### src/rtl/qawsj_defs.svh
// constants for the question-and-answer watchdog sequence judge
`ifndef QAWSJ_DEFS_SVH
`define QAWSJ_DEFS_SVH

// index of the first answer byte expected in a sequence
`define QAWSJ_IDX_FIRST 2'h3
// index of the last answer byte expected in a sequence
`define QAWSJ_IDX_LAST 2'h0
// answers the first window must hold for a good sequence
`define QAWSJ_W1_NEEDED 3'h3
// failure tally limits
`define QAWSJ_TALLY_MAX 3'h7
`define QAWSJ_TALLY_MIN 3'h0
// tally value after reset
`define QAWSJ_TALLY_RESET 3'h0

`endif

### src/rtl/qawsj_pkg.sv
// types for the question-and-answer watchdog sequence judge
package qawsj_pkg;

  // which response window the sequence is in
  typedef enum logic {
    ST_WIN1,
    ST_WIN2
  } qawsj_state_type;

endpackage

### src/rtl/qawsj_window_timer.sv
// response window timer: first window, then second window
`timescale 1ns/1ns
module qawsj_window_timer #(
  parameter int CNT_W = 16
) (
  // clock and reset
  input wire logic ref_clk,
  input wire logic rst_n,
  // control
  input wire logic enable,
  input wire logic restart,
  // window lengths in clock cycles, at least one
  input wire logic [CNT_W-1:0] win1_len,
  input wire logic [CNT_W-1:0] win2_len,
  // one-cycle pulses at window ends
  output logic win1_end,
  output logic win2_end
);

  logic [CNT_W-1:0] count; // cycles left in the current window
  logic in_win2; // low in first window, high in second
  logic expired; // second window has run out, waiting for restart
  logic armed; // a first window has been loaded since reset

  // count down each window; stop after the second until restarted
  always_ff @(posedge ref_clk or negedge rst_n) begin
    if (!rst_n) begin
      count <= '0;
      in_win2 <= 1'b0;
      expired <= 1'b0;
      win1_end <= 1'b0;
      win2_end <= 1'b0;
      armed <= 1'b0;
    end else if (!enable || restart || !armed) begin
      // fresh sequence starts with the first window, also right after reset
      count <= win1_len;
      armed <= 1'b1;
      in_win2 <= 1'b0;
      expired <= 1'b0;
      win1_end <= 1'b0;
      win2_end <= 1'b0;
    end else if (expired) begin
      // hold quietly until the judge restarts us
      win1_end <= 1'b0;
      win2_end <= 1'b0;
    end else if (count <= CNT_W'(1)) begin
      // window boundary reached
      win1_end <= !in_win2;
      win2_end <= in_win2;
      expired <= in_win2;
      in_win2 <= 1'b1;
      count <= win2_len;
    end else begin
      count <= count - CNT_W'(1);
      win1_end <= 1'b0;
      win2_end <= 1'b0;
    end
  end

endmodule // qawsj_window_timer

### src/rtl/qawsj_judge.sv
// judge of one question-and-answer watchdog sequence
`timescale 1ns/1ns
`include "qawsj_defs.svh"
module qawsj_judge #(
  parameter int CNT_W = 16
) (
  // clock and reset
  input wire logic ref_clk,
  input wire logic rst_n,
  // control
  input wire logic wd_enable,
  input wire logic [CNT_W-1:0] win1_len,
  input wire logic [CNT_W-1:0] win2_len,
  // answer write from the register logic, same clock
  input wire logic answer_write,
  input wire logic [7:0] answer_byte_port,
  input wire logic [7:0] expected_answer,
  // write-one-to-clear strobes for the status flags
  input wire logic clear_wrong_answer,
  input wire logic clear_premature_answer,
  input wire logic clear_sequence_error,
  input wire logic clear_timeout,
  // status flags
  output logic wrong_answer_flag,
  output logic premature_answer_flag,
  output logic sequence_error_flag,
  output logic timeout_flag,
  output logic failed_sequence_indicator,
  // sequence state
  output logic [1:0] pending_answer_index,
  output logic window2_active,
  output logic [2:0] failure_tally,
  output logic sequence_end,
  output logic question_advance
);

  qawsj_pkg::qawsj_state_type state; // current response window
  logic [2:0] w1_count; // answers taken in the first window
  logic seq_bad; // sequence already failed
  logic win1_end; // timer pulse, first window over
  logic win2_end; // timer pulse, second window over
  logic ans_ok; // written byte matches reference
  logic is_last; // this write is the fourth answer
  logic wr_w1; // answer in first window
  logic wr_w2; // answer in second window
  logic wrong_now; // incorrect byte this cycle
  logic early_now; // fourth answer in first window
  logic short_now; // first window closes with too few answers
  logic timeout_now; // second window closes before fourth answer
  logic end_now; // sequence ends this cycle
  logic fail_now; // sequence ending this cycle has failed
  logic [2:0] w1_total; // first window answers including this write

  // window timing; restarted whenever a sequence ends
  qawsj_window_timer #(
    .CNT_W(CNT_W)
  ) u_timer (
    .ref_clk(ref_clk),
    .rst_n(rst_n),
    .enable(wd_enable),
    .restart(end_now),
    .win1_len(win1_len),
    .win2_len(win2_len),
    .win1_end(win1_end),
    .win2_end(win2_end)
  );

  // decode of the current answer write and window events
  always_comb begin
    ans_ok = (answer_byte_port == expected_answer);
    is_last = (pending_answer_index == `QAWSJ_IDX_LAST);
    wr_w1 = wd_enable && answer_write && (state == qawsj_pkg::ST_WIN1);
    wr_w2 = wd_enable && answer_write && (state == qawsj_pkg::ST_WIN2);
    wrong_now = (wr_w1 || wr_w2) && !ans_ok;
    w1_total = w1_count + {2'h0, wr_w1};
    early_now = wr_w1 && is_last;
    short_now = wd_enable && (state == qawsj_pkg::ST_WIN1) && win1_end && !early_now
                && (w1_total < `QAWSJ_W1_NEEDED);
    timeout_now = wd_enable && (state == qawsj_pkg::ST_WIN2) && win2_end
                  && !(wr_w2 && is_last);
    end_now = early_now || (wr_w2 && is_last) || timeout_now;
    fail_now = seq_bad || wrong_now || early_now || timeout_now;
  end

  // window state: first window, second window, back on sequence end
  always_ff @(posedge ref_clk or negedge rst_n) begin
    if (!rst_n) begin
      state <= qawsj_pkg::ST_WIN1;
      window2_active <= 1'b0;
    end else if (!wd_enable || end_now) begin
      // every new cycle opens with the first window
      state <= qawsj_pkg::ST_WIN1;
      window2_active <= 1'b0;
    end else begin
      case (state)
        qawsj_pkg::ST_WIN1: begin
          if (win1_end) begin
            state <= qawsj_pkg::ST_WIN2;
            window2_active <= 1'b1;
          end
        end
        qawsj_pkg::ST_WIN2: begin
          window2_active <= 1'b1;
        end
        default: begin
          state <= qawsj_pkg::ST_WIN1;
          window2_active <= 1'b0;
        end
      endcase
    end
  end

  // answer bookkeeping: index counts down, first window answers counted
  always_ff @(posedge ref_clk or negedge rst_n) begin
    if (!rst_n) begin
      pending_answer_index <= `QAWSJ_IDX_FIRST;
      w1_count <= 3'h0;
    end else if (!wd_enable || end_now) begin
      pending_answer_index <= `QAWSJ_IDX_FIRST;
      w1_count <= 3'h0;
    end else begin
      if (wr_w1 || wr_w2) begin
        pending_answer_index <= pending_answer_index - 2'h1;
      end
      if (wr_w1) begin
        w1_count <= w1_total;
      end
    end
  end

  // sequence failure memory and the bad-event indication
  always_ff @(posedge ref_clk or negedge rst_n) begin
    if (!rst_n) begin
      seq_bad <= 1'b0;
      failed_sequence_indicator <= 1'b0;
    end else if (!wd_enable) begin
      seq_bad <= 1'b0;
      failed_sequence_indicator <= 1'b0;
    end else if (end_now) begin
      // shown for the ending cycle, cleared once the next one starts
      seq_bad <= 1'b0;
      failed_sequence_indicator <= fail_now;
    end else if (wrong_now || short_now) begin
      seq_bad <= 1'b1;
      failed_sequence_indicator <= 1'b1;
    end else if (sequence_end) begin
      failed_sequence_indicator <= seq_bad;
    end
  end

  // sticky status flags; a new event wins over a clear in the same cycle
  always_ff @(posedge ref_clk or negedge rst_n) begin
    if (!rst_n) begin
      wrong_answer_flag <= 1'b0;
      premature_answer_flag <= 1'b0;
      sequence_error_flag <= 1'b0;
      timeout_flag <= 1'b0;
    end else begin
      wrong_answer_flag <= wrong_now || (wrong_answer_flag && !clear_wrong_answer);
      premature_answer_flag <= early_now
                               || (premature_answer_flag && !clear_premature_answer);
      sequence_error_flag <= short_now
                             || (sequence_error_flag && !clear_sequence_error);
      timeout_flag <= timeout_now || (timeout_flag && !clear_timeout);
    end
  end

  // failure tally and question advance at the end of each sequence
  always_ff @(posedge ref_clk or negedge rst_n) begin
    if (!rst_n) begin
      failure_tally <= `QAWSJ_TALLY_RESET;
      sequence_end <= 1'b0;
      question_advance <= 1'b0;
    end else begin
      sequence_end <= end_now;
      question_advance <= end_now && !fail_now;
      if (end_now && fail_now && failure_tally != `QAWSJ_TALLY_MAX) begin
        failure_tally <= failure_tally + 3'h1;
      end else if (end_now && !fail_now && failure_tally != `QAWSJ_TALLY_MIN) begin
        failure_tally <= failure_tally - 3'h1;
      end
    end
  end
endmodule // qawsj_judge

### config.mk
export PLATFORM = sky130hd
export DESIGN_NAME = qawsj_judge
export DESIGN_NICKNAME = d
export VERILOG_FILES = /design/src/rtl/qawsj_pkg.sv /design/src/rtl/qawsj_window_timer.sv /design/src/rtl/qawsj_judge.sv
export VERILOG_INCLUDE_DIRS = /design/src /design/src/rtl
export SDC_FILE = /design/constraint.sdc
export NUM_CORES = 1
export LEC_CHECK = 0
export ABC_AREA = 1
export BUFFER_PORTS_ARGS = -buffer_cell sky130_fd_sc_hd__buf_2
export CAP_MARGIN = 20
export CORE_MARGIN = 2
export CORE_UTILIZATION = 48
export DETAILED_ROUTE_END_ITERATION = 12
export GPL_ROUTABILITY_DRIVEN = 0
export GPL_TIMING_DRIVEN = 0
export PLACE_DENSITY = 0.87
export SKIP_LAST_GASP = 1
export SYNTH_ARGS = -nofsm -noshare
export SYNTH_HDL_FRONTEND = slang
export SYNTH_HIERARCHICAL = 1
export SYNTH_SLANG_ARGS = --single-unit
export TNS_END_PERCENT = 100
### constraint.sdc
create_clock -name ref_clk -period 2 [get_ports ref_clk]
set_input_delay 0.6 -clock ref_clk [delete_from_list [all_inputs] [get_ports ref_clk]]
set_output_delay 0.6 -clock ref_clk [all_outputs]
set_load 0.02 [all_outputs]
==> results_dict.tcl, run 1 <==
set metrics [dict create \
    wl_per_cell_um 13.0 \
    worst_pin_slew_ns 0.871 \
    grt_pass1_wl_um 11000 \
    pwr-share-clk_pct 26.9 \
    maxSlewViolCount 0 \
    power.internal_mw 1.32 \
    timing.rr.start "pending_answer_index[0]$_DFFE_PN1P_" \
    grt_pass1_vias 2568 \
    run_status "finished, final reports clean" \
    cap_violations 0 \
    critPathLaunch "pending_answer_index[0]$_DFFE_PN1P_" \
    p_switching_uw 703 \
    synth_top_area_share_pct 35.0 \
    clockBufferDepth 2 \
    yosysSeqAreaShare_pct 37.0 \
    syn-cell-area_um2 2650 \
    antenna_found_initial 0 \
    synth_nets 426 \
    dieWidth_um 78.3 \
    coreArea_um2 5410 \
    yosys_warnings 6 \
    ys_seq_elements 39 \
    worstSkewPairLatency_ns 0.30 \
    area_growth_pct 31.3 \
    synth_cells 364 \
    fin_crit_sh_pct 98.4 \
    finClkSkew_ns 0.00425 \
    worstPathArrival_ns 2.16 \
    clk_root_buffer_cell "clkbuf_8" \
    port-buffer-count 68 \
    grt_max_degree 40 \
    num_vias 2692 \
    dieArea_um2 6130 \
    finalHoldViolCount 0 \
    ir_worst_vdd_mv 0.325 \
    final_nets 514 \
    cts_max_level 2 \
    cp-endpoint "failure_tally[2]$_DFFE_PN0P_" \
    drcViolationCount 0 \
    drt_first_pass_iters 4 \
    clock_sinks 39 \
    avgSynthCellArea_um2 7.27 \
    start_util_pct 49.0 \
    num_rows 27 \
    die_y_um 78.3 \
    total_leakage_power_nw 1.85 \
    rsz0062_at_grt "yes" \
    setup-violations-final 0 \
    max_slew_margin_pct 41.9 \
    p_seq_share_pct 46.7 \
    grt_overflow_total 0 \
    viasPerCell 5.13 \
    critPathCaptureType "flip-flop" \
    postRouteAntennaNets 0 \
    cts_made_buffers 5 \
    fin_crit_ns 1.97 \
    place.detailed.hpwl_um 4850 \
    startpoint_type "flip-flop" \
    synth_cell_types 36 \
    fmax_ghz 0.508 \
    synth.area.top_cells "dfrtp_1, nand2_1, inv_1, nand3_1, nor2_1" \
    clkSlewWorstSetupHoldPaths_ns 0.08 \
    place_area_um2 3090 \
    cts_tree "built" \
    r2r-end "failure_tally[2]$_DFFE_PN0P_" \
    grt_util_all_layers_pct 22.5 \
    sw_frac_of_total_pct 34.7 \
    drive_above_1_share_pct 35.1 \
    tns_ns 0 \
    combPwrFrac_pct 26.5 \
    drt_iter0_drc 124 \
    stdcell_area_um2 3480 \
    power_density_nw_per_um2 583 \
    path_class "reg -> reg" \
    top_level_ports 69 \
    wirelength_um 6850 \
    reg2reg_depth 13 \
    fin_util_pct 64.3 \
    critical_path_required_ns 2.19 \
    finalPower_mw 2.03 \
    hold_path.class "in -> async" \
    crit_fanout 3 \
    n_antenna_cell 0 \
    yosys.area.top_type "dfrtp_1" \
    r2r_slack_ns 0.03 \
]
[logic make-up (layout without fill, tap and decap cells)]
| kind of cell | Yosys count | in the layout | synth area share [%] |
|---|---|---|---|
| buf+inv | 62 | 151 | 9.74 |
| flops | 39 | 39 | 37.0 |
| other cells | 1 | 1 | 0.142 |
| xor+xnor | 9 | 9 | 2.98 |
| compound gates | 35 | 35 | 8.88 |
| simple gates | 212 | 212 | 38.2 |
| fa+ha+maj | 6 | 6 | 3.12 |
[synth_stat cells]
cell      number
dfstp_2        2
buf_4          1
a21oi_1        4
a22oi_1       16
fa_1           1
xor2_1         2
o21ai_2        1
nor2_2         7
nor3_4         2
a21o_1         1
nand3_1       35
nor2_4         4
buf_2          2
buf_6          2
nand4_2        1
nand2_2        9
inv_1         55
nand2_1      104
nand2_4        1
xnor2_1        7
clkbuf_4       1
a211oi_1       2
inv_2          1
o22ai_1        1
nor2_8         1
dfrtp_1       37
conb_1         1
nor2_1        35
a31oi_2        1
ha_1           5
nor3_1         2
o21ai_0        8
nand4_1        8
nand3b_1       2
o21ai_1        1
nand3_4        1
[state kept, by name (all words and copies together) (netlist names), 2 cells and up]
signal and cells:
u_timer/count 16, failure_tally 3, w1_count 3, pending_answer_index 2
[how the worst min path moves through the flow]
stage	end	startpoint	depth (start not counted)
after global placement	u_timer/win1_end$_DFF_PN0_	u_timer/in_win2$_DFFE_PN0P_	1
after CTS	u_timer/win1_end$_DFF_PN0_	rst_n	1
after floorplan	failed_sequence_indicator$_DFFE_PN0P_	rst_n	0
after global routing	u_timer/count[7]$_DFFE_PN0P_	rst_n	1
after detailed placement	u_timer/win1_end$_DFF_PN0_	u_timer/in_win2$_DFFE_PN0P_	1
final	u_timer/count[13]$_DFFE_PN0P_	rst_n	1
[timing repair]
item | in CTS | in global routing
pin swaps | 9 | 22
buffers inserted | 7 | 6
hold buffers | 0 | 0
endpoints found under the setup margin | 24 | 20
gates resized for setup | 24 | 29
[worst max-delay path, cell delays in order, from the launching register on]
cell     delay, ns
dfstp_2       0.55
inv_2         0.04
ha_4          0.15
nand2_4       0.08
nand2_4       0.06
nor2_4        0.10
nor3_4        0.05
nand2_2       0.10
nand2_4       0.05
fa_2          0.38
a21oi_2       0.11
nand2_1       0.06
nand3_1       0.07
nand2_1       0.06
[per-stage QoR]
stage	cells	hold WS [ns]	setup WS (ns)
6_report	525	0.411	0.0314
5_1_grt	525	0.473	-0.0915
4_1_cts	519	0.440	-0.00868
3_5_place_dp	504	0.451	-0.444
3_3_place_gp	504	0.443	-0.308
2_1_floorplan	364	0.304	-0.0274
[per-layer routing]
metal / vias to the layer above / routed length [um] / track usage (%)
li1: 1333 / - / -
met1: 1247 / 2780 / 25.4
met2: 104 / 3490 / 41.5
met3: 8 / 505 / 4.71
met4: 0 / 78 / 8.60
met5: - / 0 / 0
[power by group through the flow]
stage / Combinational (mW) / Sequential (mW) / Clock, mW
after floorplan: 0.280 / 0.968 / 0
after global placement: 0.449 / 0.947 / 0
after detailed placement: 0.470 / 0.952 / 0
after CTS: 0.509 / 0.936 / 0.556
after global routing: 0.594 / 0.959 / 0.590
final: 0.536 / 0.945 / 0.544
[cells in the final DEF, fill, tap and decap left out, types with 9 or more instances in the layout]
cell     netlist  final
inv_1         55     49
dfrtp_1       37     37
nand2_1      104    101
nor2_4         4     11
buf_4          1     14
buf_2          2     66
nor2_1        35     25
nand3_1       35     34
nand2_2        9      9
nor2_2         7     10
[final cells by class]
class / instances / area [um2]
multi-input combinational: 263 / 1580
inverter: 56 / 218
timing repair buffer: 81 / 443
clock inverter: 3 / 20.0
tap: 72 / 90.1
buffer: 6 / 75.1
clock buffer: 5 / 68.8
sequential: 39 / 978
fill: 450 / 1930
No activity file was read; power rests on OpenSTA's default activity.
==> run 2, diff against run 1 <==
Settings changed: ABC_AREA 1 to unset, CORE_UTILIZATION 48 to 47.
==> results_dict.tcl, run 2 <==
set metrics [dict create \
    run_status "finished with violations" \
    violations "negative setup slack" \
    cts_tree "built" \
    wl_per_cell_um 15.0 \
    drive_above_1_share_pct 39.0 \
    layout_common_cells "buf_2, dfrtp_1, nand2_1" \
    pre_cts_ws_ns -0.515 \
    largest_reg_flops 16 \
    total_leakage_power_nw 1.51 \
    cp_top_family "compound AO/OA/AOI/OAI gates" \
    syn-cell-area_um2 2430 \
    cp_num_buf_inv 2 \
    clkSlewWorstSetupHoldPaths_ns 0.08 \
    drcViolationCount 0 \
    antenna_found_initial 0 \
    fin_util_pct 65.0 \
    num_vias 2423 \
    top_level_ports 69 \
    grt_util_all_layers_pct 22.2 \
    cp_common_cell "inv_2" \
    finClkSkew_ns 0.0111 \
    rsz0062_at_grt "yes" \
    place_area_um2 2910 \
    fin_crit_sh_pct 109 \
    ys_seq_elements 39 \
    grt_overflow_total 0 \
    synth_ff_type "dfrtp_1" \
    dieWidth_um 75.9 \
    drt_iter0_drc 135 \
    synth-simple-area-share_pct 22.4 \
    synth_cell_types 53 \
    postRouteAntennaNets 0 \
    path_class "reg -> reg" \
    grt_pass1_vias 2320 \
    port-buffer-count 67 \
    crit_fanout 3 \
    hold_path.class "in -> async" \
    reg.largest.list "u_timer/count (16), failure_tally (3), w1_count (3)" \
    layout_commonest_cell "buf_2" \
    place.detailed.hpwl_um 4190 \
    worstPathCellList "inv_2 -> ha_4 -> nand2_4 -> nand4_1 -> o211a_1 -> a21o_4 -> fa_2 -> inv_2 -> o21ai_1 -> o22a_2 -> mux2i_1" \
    critPathCaptureType "flip-flop" \
    synth-compound-area-share_pct 16.6 \
    clock_sinks 39 \
    clockBufferDepth 2 \
    synth.area.top_cells "dfrtp_1, xnor2_1, o21ai_0, nand2_1, nand3_1" \
    ir_worst_vdd_mv 0.325 \
    grt_pass1_wl_um 10500 \
    fmax_ghz 0.457 \
    synthMuxAreaShare_pct 3.91 \
    yosysSeqAreaShare_pct 40.2 \
    synth_top_family_by_area "simple AND/OR/NAND/NOR gates" \
    fin_crit_ns 2.19 \
    viasPerCell 5.52 \
    yosys_warnings 6 \
    critical_path_required_ns 2.22 \
    top_register "u_timer/count" \
    setup-violations-final 2 \
    worst_pin_slew_ns 0.877 \
    area_growth_pct 34.7 \
    grt_max_degree 40 \
    startpoint_type "flip-flop" \
    num_rows 26 \
    worstSkewPairLatency_ns 0.30 \
    cts_max_level 2 \
    synth-edff-count 0 \
    n_antenna_cell 0 \
    synth_nets 334 \
    synth_xor_area_share_pct 7.93 \
    cap_violations 0 \
    wirelength_um 6590 \
    synth_top_area_share_pct 38.1 \
    fin_ws_ns -0.187 \
    synth_commonest_cells "dfrtp_1, nand2_1, nor2_1" \
    clk_root_buffer_cell "clkbuf_8" \
    max_slew_margin_pct 41.5 \
    drt_first_pass_iters 4 \
    maxSlewViolCount 0 \
    synth_cells 272 \
    cts_made_buffers 5 \
    die_y_um 75.9 \
    final_nets 430 \
    worstPathArrival_ns 2.41 \
    start_util_pct 48.2 \
    coreArea_um2 5040 \
    slowest_stage "dfstp_2" \
    synthAdderAreaFrac_pct 3.40 \
    yosys.area.top_type "dfrtp_1" \
    avgSynthCellArea_um2 8.94 \
    synth_most_common_cell "dfrtp_1" \
    finalHoldViolCount 0 \
    power_density_nw_per_um2 587 \
    crit_path_max_incr_delay_ns 0.55 \
    dieArea_um2 5760 \
    stdcell_area_um2 3280 \
    async_reset_ff_share_pct 100 \
]
## run 2: cell count changes after synthesis, sizes merged, moves of 16 or more
cell   delta
nand2    -85
inv      -44
nor2     -23
nand3    -17
a22oi    -16
o21ai    +16
## run 2: layout make-up
type                    instances  area, um2
plain buffers                  12       97.6
repair buffers                 89        504
well taps                      70       87.6
flip-flops and latches         39        981
multi-input cells             209       1460
clock buffers                   8        100
inverters                      12       45.0
fillers                       405       1770
## run 2: cells by family (layout without fill, tap and decap cells)
kind of cell               count (synthesis)  in the layout
DFF                                       39             39
AOI/OAI and AO/OA                         65             65
xor gates and xnor gates                  22             22
and+or+nand+nor                          105            106
adders and majority gates                  6              6
other                                      1              1
muxes                                      9              9
buffers and inverters                     25            121
## run 2: through the flow
step                power [mW]  TNS, ns  hold WS (ns)  instances
finish                    1.92   -0.249         0.425        439
detailed placement        1.29    -5.96         0.468        409
global route              2.02   -0.695         0.472        439
global placement          1.27    -5.73         0.461        409
floorplan                 1.14   -0.392         0.304        272
CTS                       1.90   -0.325         0.444        433
## run 2: final timing paths
path	start	end	slack (ns)	cells past startpoint
worst min register to register	window2_active$_DFFE_PN0P_	window2_active$_DFFE_PN0P_	0.48	1
worst min-delay path	rst_n	state$_DFF_PN0_	0.43	1
min in group ref_clk	clear_timeout	timeout_flag$_DFF_PN0_	0.47	2
worst max register to register	pending_answer_index[1]$_DFFE_PN1P_	failure_tally[2]$_DFFE_PN0P_	-0.19	11
worst max-delay path	pending_answer_index[1]$_DFFE_PN1P_	failure_tally[2]$_DFFE_PN0P_	-0.19	11
max in group asynchronous	rst_n	u_timer/count[6]$_DFFE_PN0P_	0.98	1
## run 2: repair_timing
item,CTS,global route
hold buffers,0,0
cloned,0,2
setup endpoints to repair,22,25
endpoints found under the hold margin,0,0
pin swaps,9,13
buffers inserted,17,7
gates resized for setup,10,29
## run 2: metal layers
metal / global-route usage (%) / wire length (um)
met5: 0 / 0
met4: 7.27 / 114
met3: 4.29 / 452
met2: 38.9 / 3270
met1: 27.5 / 2760
## run 2: worst register-to-register path: cells and delay by family, from the launching register on
kind | cells | cell delay, ns
adder cells (fa/ha/maj) | 2 | 0.50
AO/OA/AOI/OAI | 4 | 0.65
AND/OR/NAND/NOR | 2 | 0.18
multiplexers | 1 | 0.12
buffers and inverters | 2 | 0.12
flip-flops | 1 | 0.55
## run 2: report_power, final
part           switching [mW]  internal (mW)  leakage [nW]
clock                   0.277          0.315        0.0515
combinational           0.217          0.202         0.967
sequential             0.0718          0.840         0.494
total                   0.566           1.36          1.51
==> run 3, diff against run 2 <==
Settings changed: BUFFER_PORTS_ARGS -buffer_cell sky130_fd_sc_hd__buf_2 to -buffer_cell sky130_fd_sc_hd__clkbuf_2, SKIP_LAST_GASP 1 to unset.
==> results_dict.tcl, run 3 (synthesis gave the netlist of run 2 again) <==
set metrics [dict create \
    violations "negative setup slack" \
    grt_max_degree 40 \
    power.internal_mw 1.36 \
    pre_cts_ws_ns -0.518 \
    stdcell_area_um2 3230 \
    worstPathArrival_ns 2.34 \
    grt_overflow_total 0 \
    drive_above_1_share_pct 37.4 \
    drt_first_pass_iters 5 \
    total_leakage_power_nw 1.51 \
    area.sequential_um2 981 \
    ir_worst_vdd_mv 0.280 \
    n_fill_cell 435 \
    coreArea_um2 5040 \
    crit_path_max_incr_delay_ns 0.54 \
    worstSkewPairLatency_ns 0.29 \
    p_seq_share_pct 47.6 \
    finClkSkew_ns 0.00808 \
    cp_common_cell "inv_2" \
    pwr-share-clk_pct 30.5 \
    sw_frac_of_total_pct 28.9 \
    finalHoldViolCount 0 \
    tns_ns -0.158 \
    critPathCaptureType "flip-flop" \
    dieArea_um2 5760 \
    hold_path.class "in -> async" \
    postRouteAntennaNets 0 \
    layoutNonFillerInstCount 439 \
    wl_per_cell_um 14.7 \
    grt_util_all_layers_pct 22.7 \
    cts_max_level 2 \
    critical_path_required_ns 2.21 \
    worst_pin_slew_ns 0.980 \
    clk_root_buffer_cell "clkbuf_8" \
    antenna_found_initial 0 \
    rsz0062_at_grt "yes" \
    maxSlewViolCount 0 \
    fin_util_pct 64.1 \
    clock_sinks 39 \
    post-place-cells 409 \
    p_switching_uw 553 \
    fin_crit_ns 2.13 \
    cp_num_buf_inv 2 \
    drt_iter0_drc 151 \
    num_vias 2419 \
    multi_input_area_um2 1420 \
    slowest_stage "dfstp_2" \
    top_register "u_timer/count" \
    grt_pass1_vias 2340 \
    drcViolationCount 0 \
    start_util_pct 48.2 \
    holdWs_ns 0.466 \
    top_level_ports 69 \
    cap_violations 0 \
    max_slew_margin_pct 34.6 \
    final_nets 430 \
    grt_pass1_wl_um 10700 \
    die_y_um 75.9 \
    viasPerCell 5.51 \
    num_rows 26 \
    path_class "reg -> reg" \
    fin_ws_ns -0.127 \
    startpoint_type "flip-flop" \
    fin_crit_sh_pct 106 \
    finalPower_mw 1.91 \
    dieWidth_um 75.9 \
    power_density_nw_per_um2 592 \
    wirelength_um 6440 \
    cts_tree "built" \
    port-buffer-count 67 \
    place.detailed.hpwl_um 4260 \
    clockBufferDepth 2 \
    layout_common_cells "clkbuf_2, dfrtp_1, nand2_1" \
    fmax_ghz 0.470 \
    area_growth_pct 33.0 \
    largest_reg_flops 16 \
    clkSlewWorstSetupHoldPaths_ns 0.07 \
    setup-violations-final 2 \
    run_status "finished with violations" \
    n_antenna_cell 0 \
    layout_commonest_cell "clkbuf_2" \
    worstPathCellList "inv_2 -> ha_4 -> nand2_4 -> nand4_1 -> o211a_1 -> a21o_1 -> fa_2 -> inv_2 -> o21ai_2 -> o22a_2 -> mux2i_1" \
    place_area_um2 2910 \
    cp_top_family "compound AO/OA/AOI/OAI gates" \
    reg.largest.list "u_timer/count (16), failure_tally (3), w1_count (3)" \
    crit_fanout 3 \
    combPwrFrac_pct 21.9 \
    cts_made_buffers 5 \
]
-- run 3: cell types whose count changed in the layout (fill, tap and decap cells not counted), sizes merged --
cell	change
buf	-65
clkbuf	+65
-- run 3: path summary, 6_finish.rpt --
kind | slack, ns | endpoint | depth (start not counted) | start
max | -0.13 | failure_tally[2]$_DFFE_PN0P_ | 11 | pending_answer_index[0]$_DFFE_PN1P_
min | 0.47 | u_timer/count[5]$_DFFE_PN0P_ | 1 | rst_n
max reg2reg | -0.13 | failure_tally[2]$_DFFE_PN0P_ | 11 | pending_answer_index[0]$_DFFE_PN1P_
min reg2reg | 0.49 | u_timer/win1_end$_DFF_PN0_ | 1 | u_timer/in_win2$_DFFE_PN0P_
max in group asynchronous | 0.88 | u_timer/count[6]$_DFFE_PN0P_ | 1 | rst_n
min in group ref_clk | 0.48 | timeout_flag$_DFF_PN0_ | 2 | clear_timeout
-- run 3: what timing repair did --
action	in CTS	in global routing
hold buffers	0	0
gates cloned	0	2
setup buffers	17	8
pin swaps	7	13
resized for setup	11	20
setup endpoints to repair	22	22
-- run 3: final cells by class --
type	instances	share of cell area, %
multi-input combinational	209	43.9
buffer	11	2.59
clock buffer	8	3.09
sequential	39	30.3
inverter	12	1.39
tap	70	2.71
timing repair buffer	90	16.0
-- run 3: layer usage --
metal  global-route usage, %  vias to the layer above  routed length, um
li1                        -                     1162                  -
met1                    28.0                     1124               2650
met2                    41.1                      113               3320
met3                    4.29                       20                336
met4                    5.64                        0                142
met5                       0                        -                  0
-- run 3: power groups by stage --
stage	Combinational [mW]	Clock, mW	Sequential, mW
detailed placement	0.369	0	0.921
global placement	0.354	0	0.917
CTS	0.396	0.596	0.908
global route	0.465	0.632	0.921
finish	0.420	0.584	0.910
floorplan	0.217	0	0.928
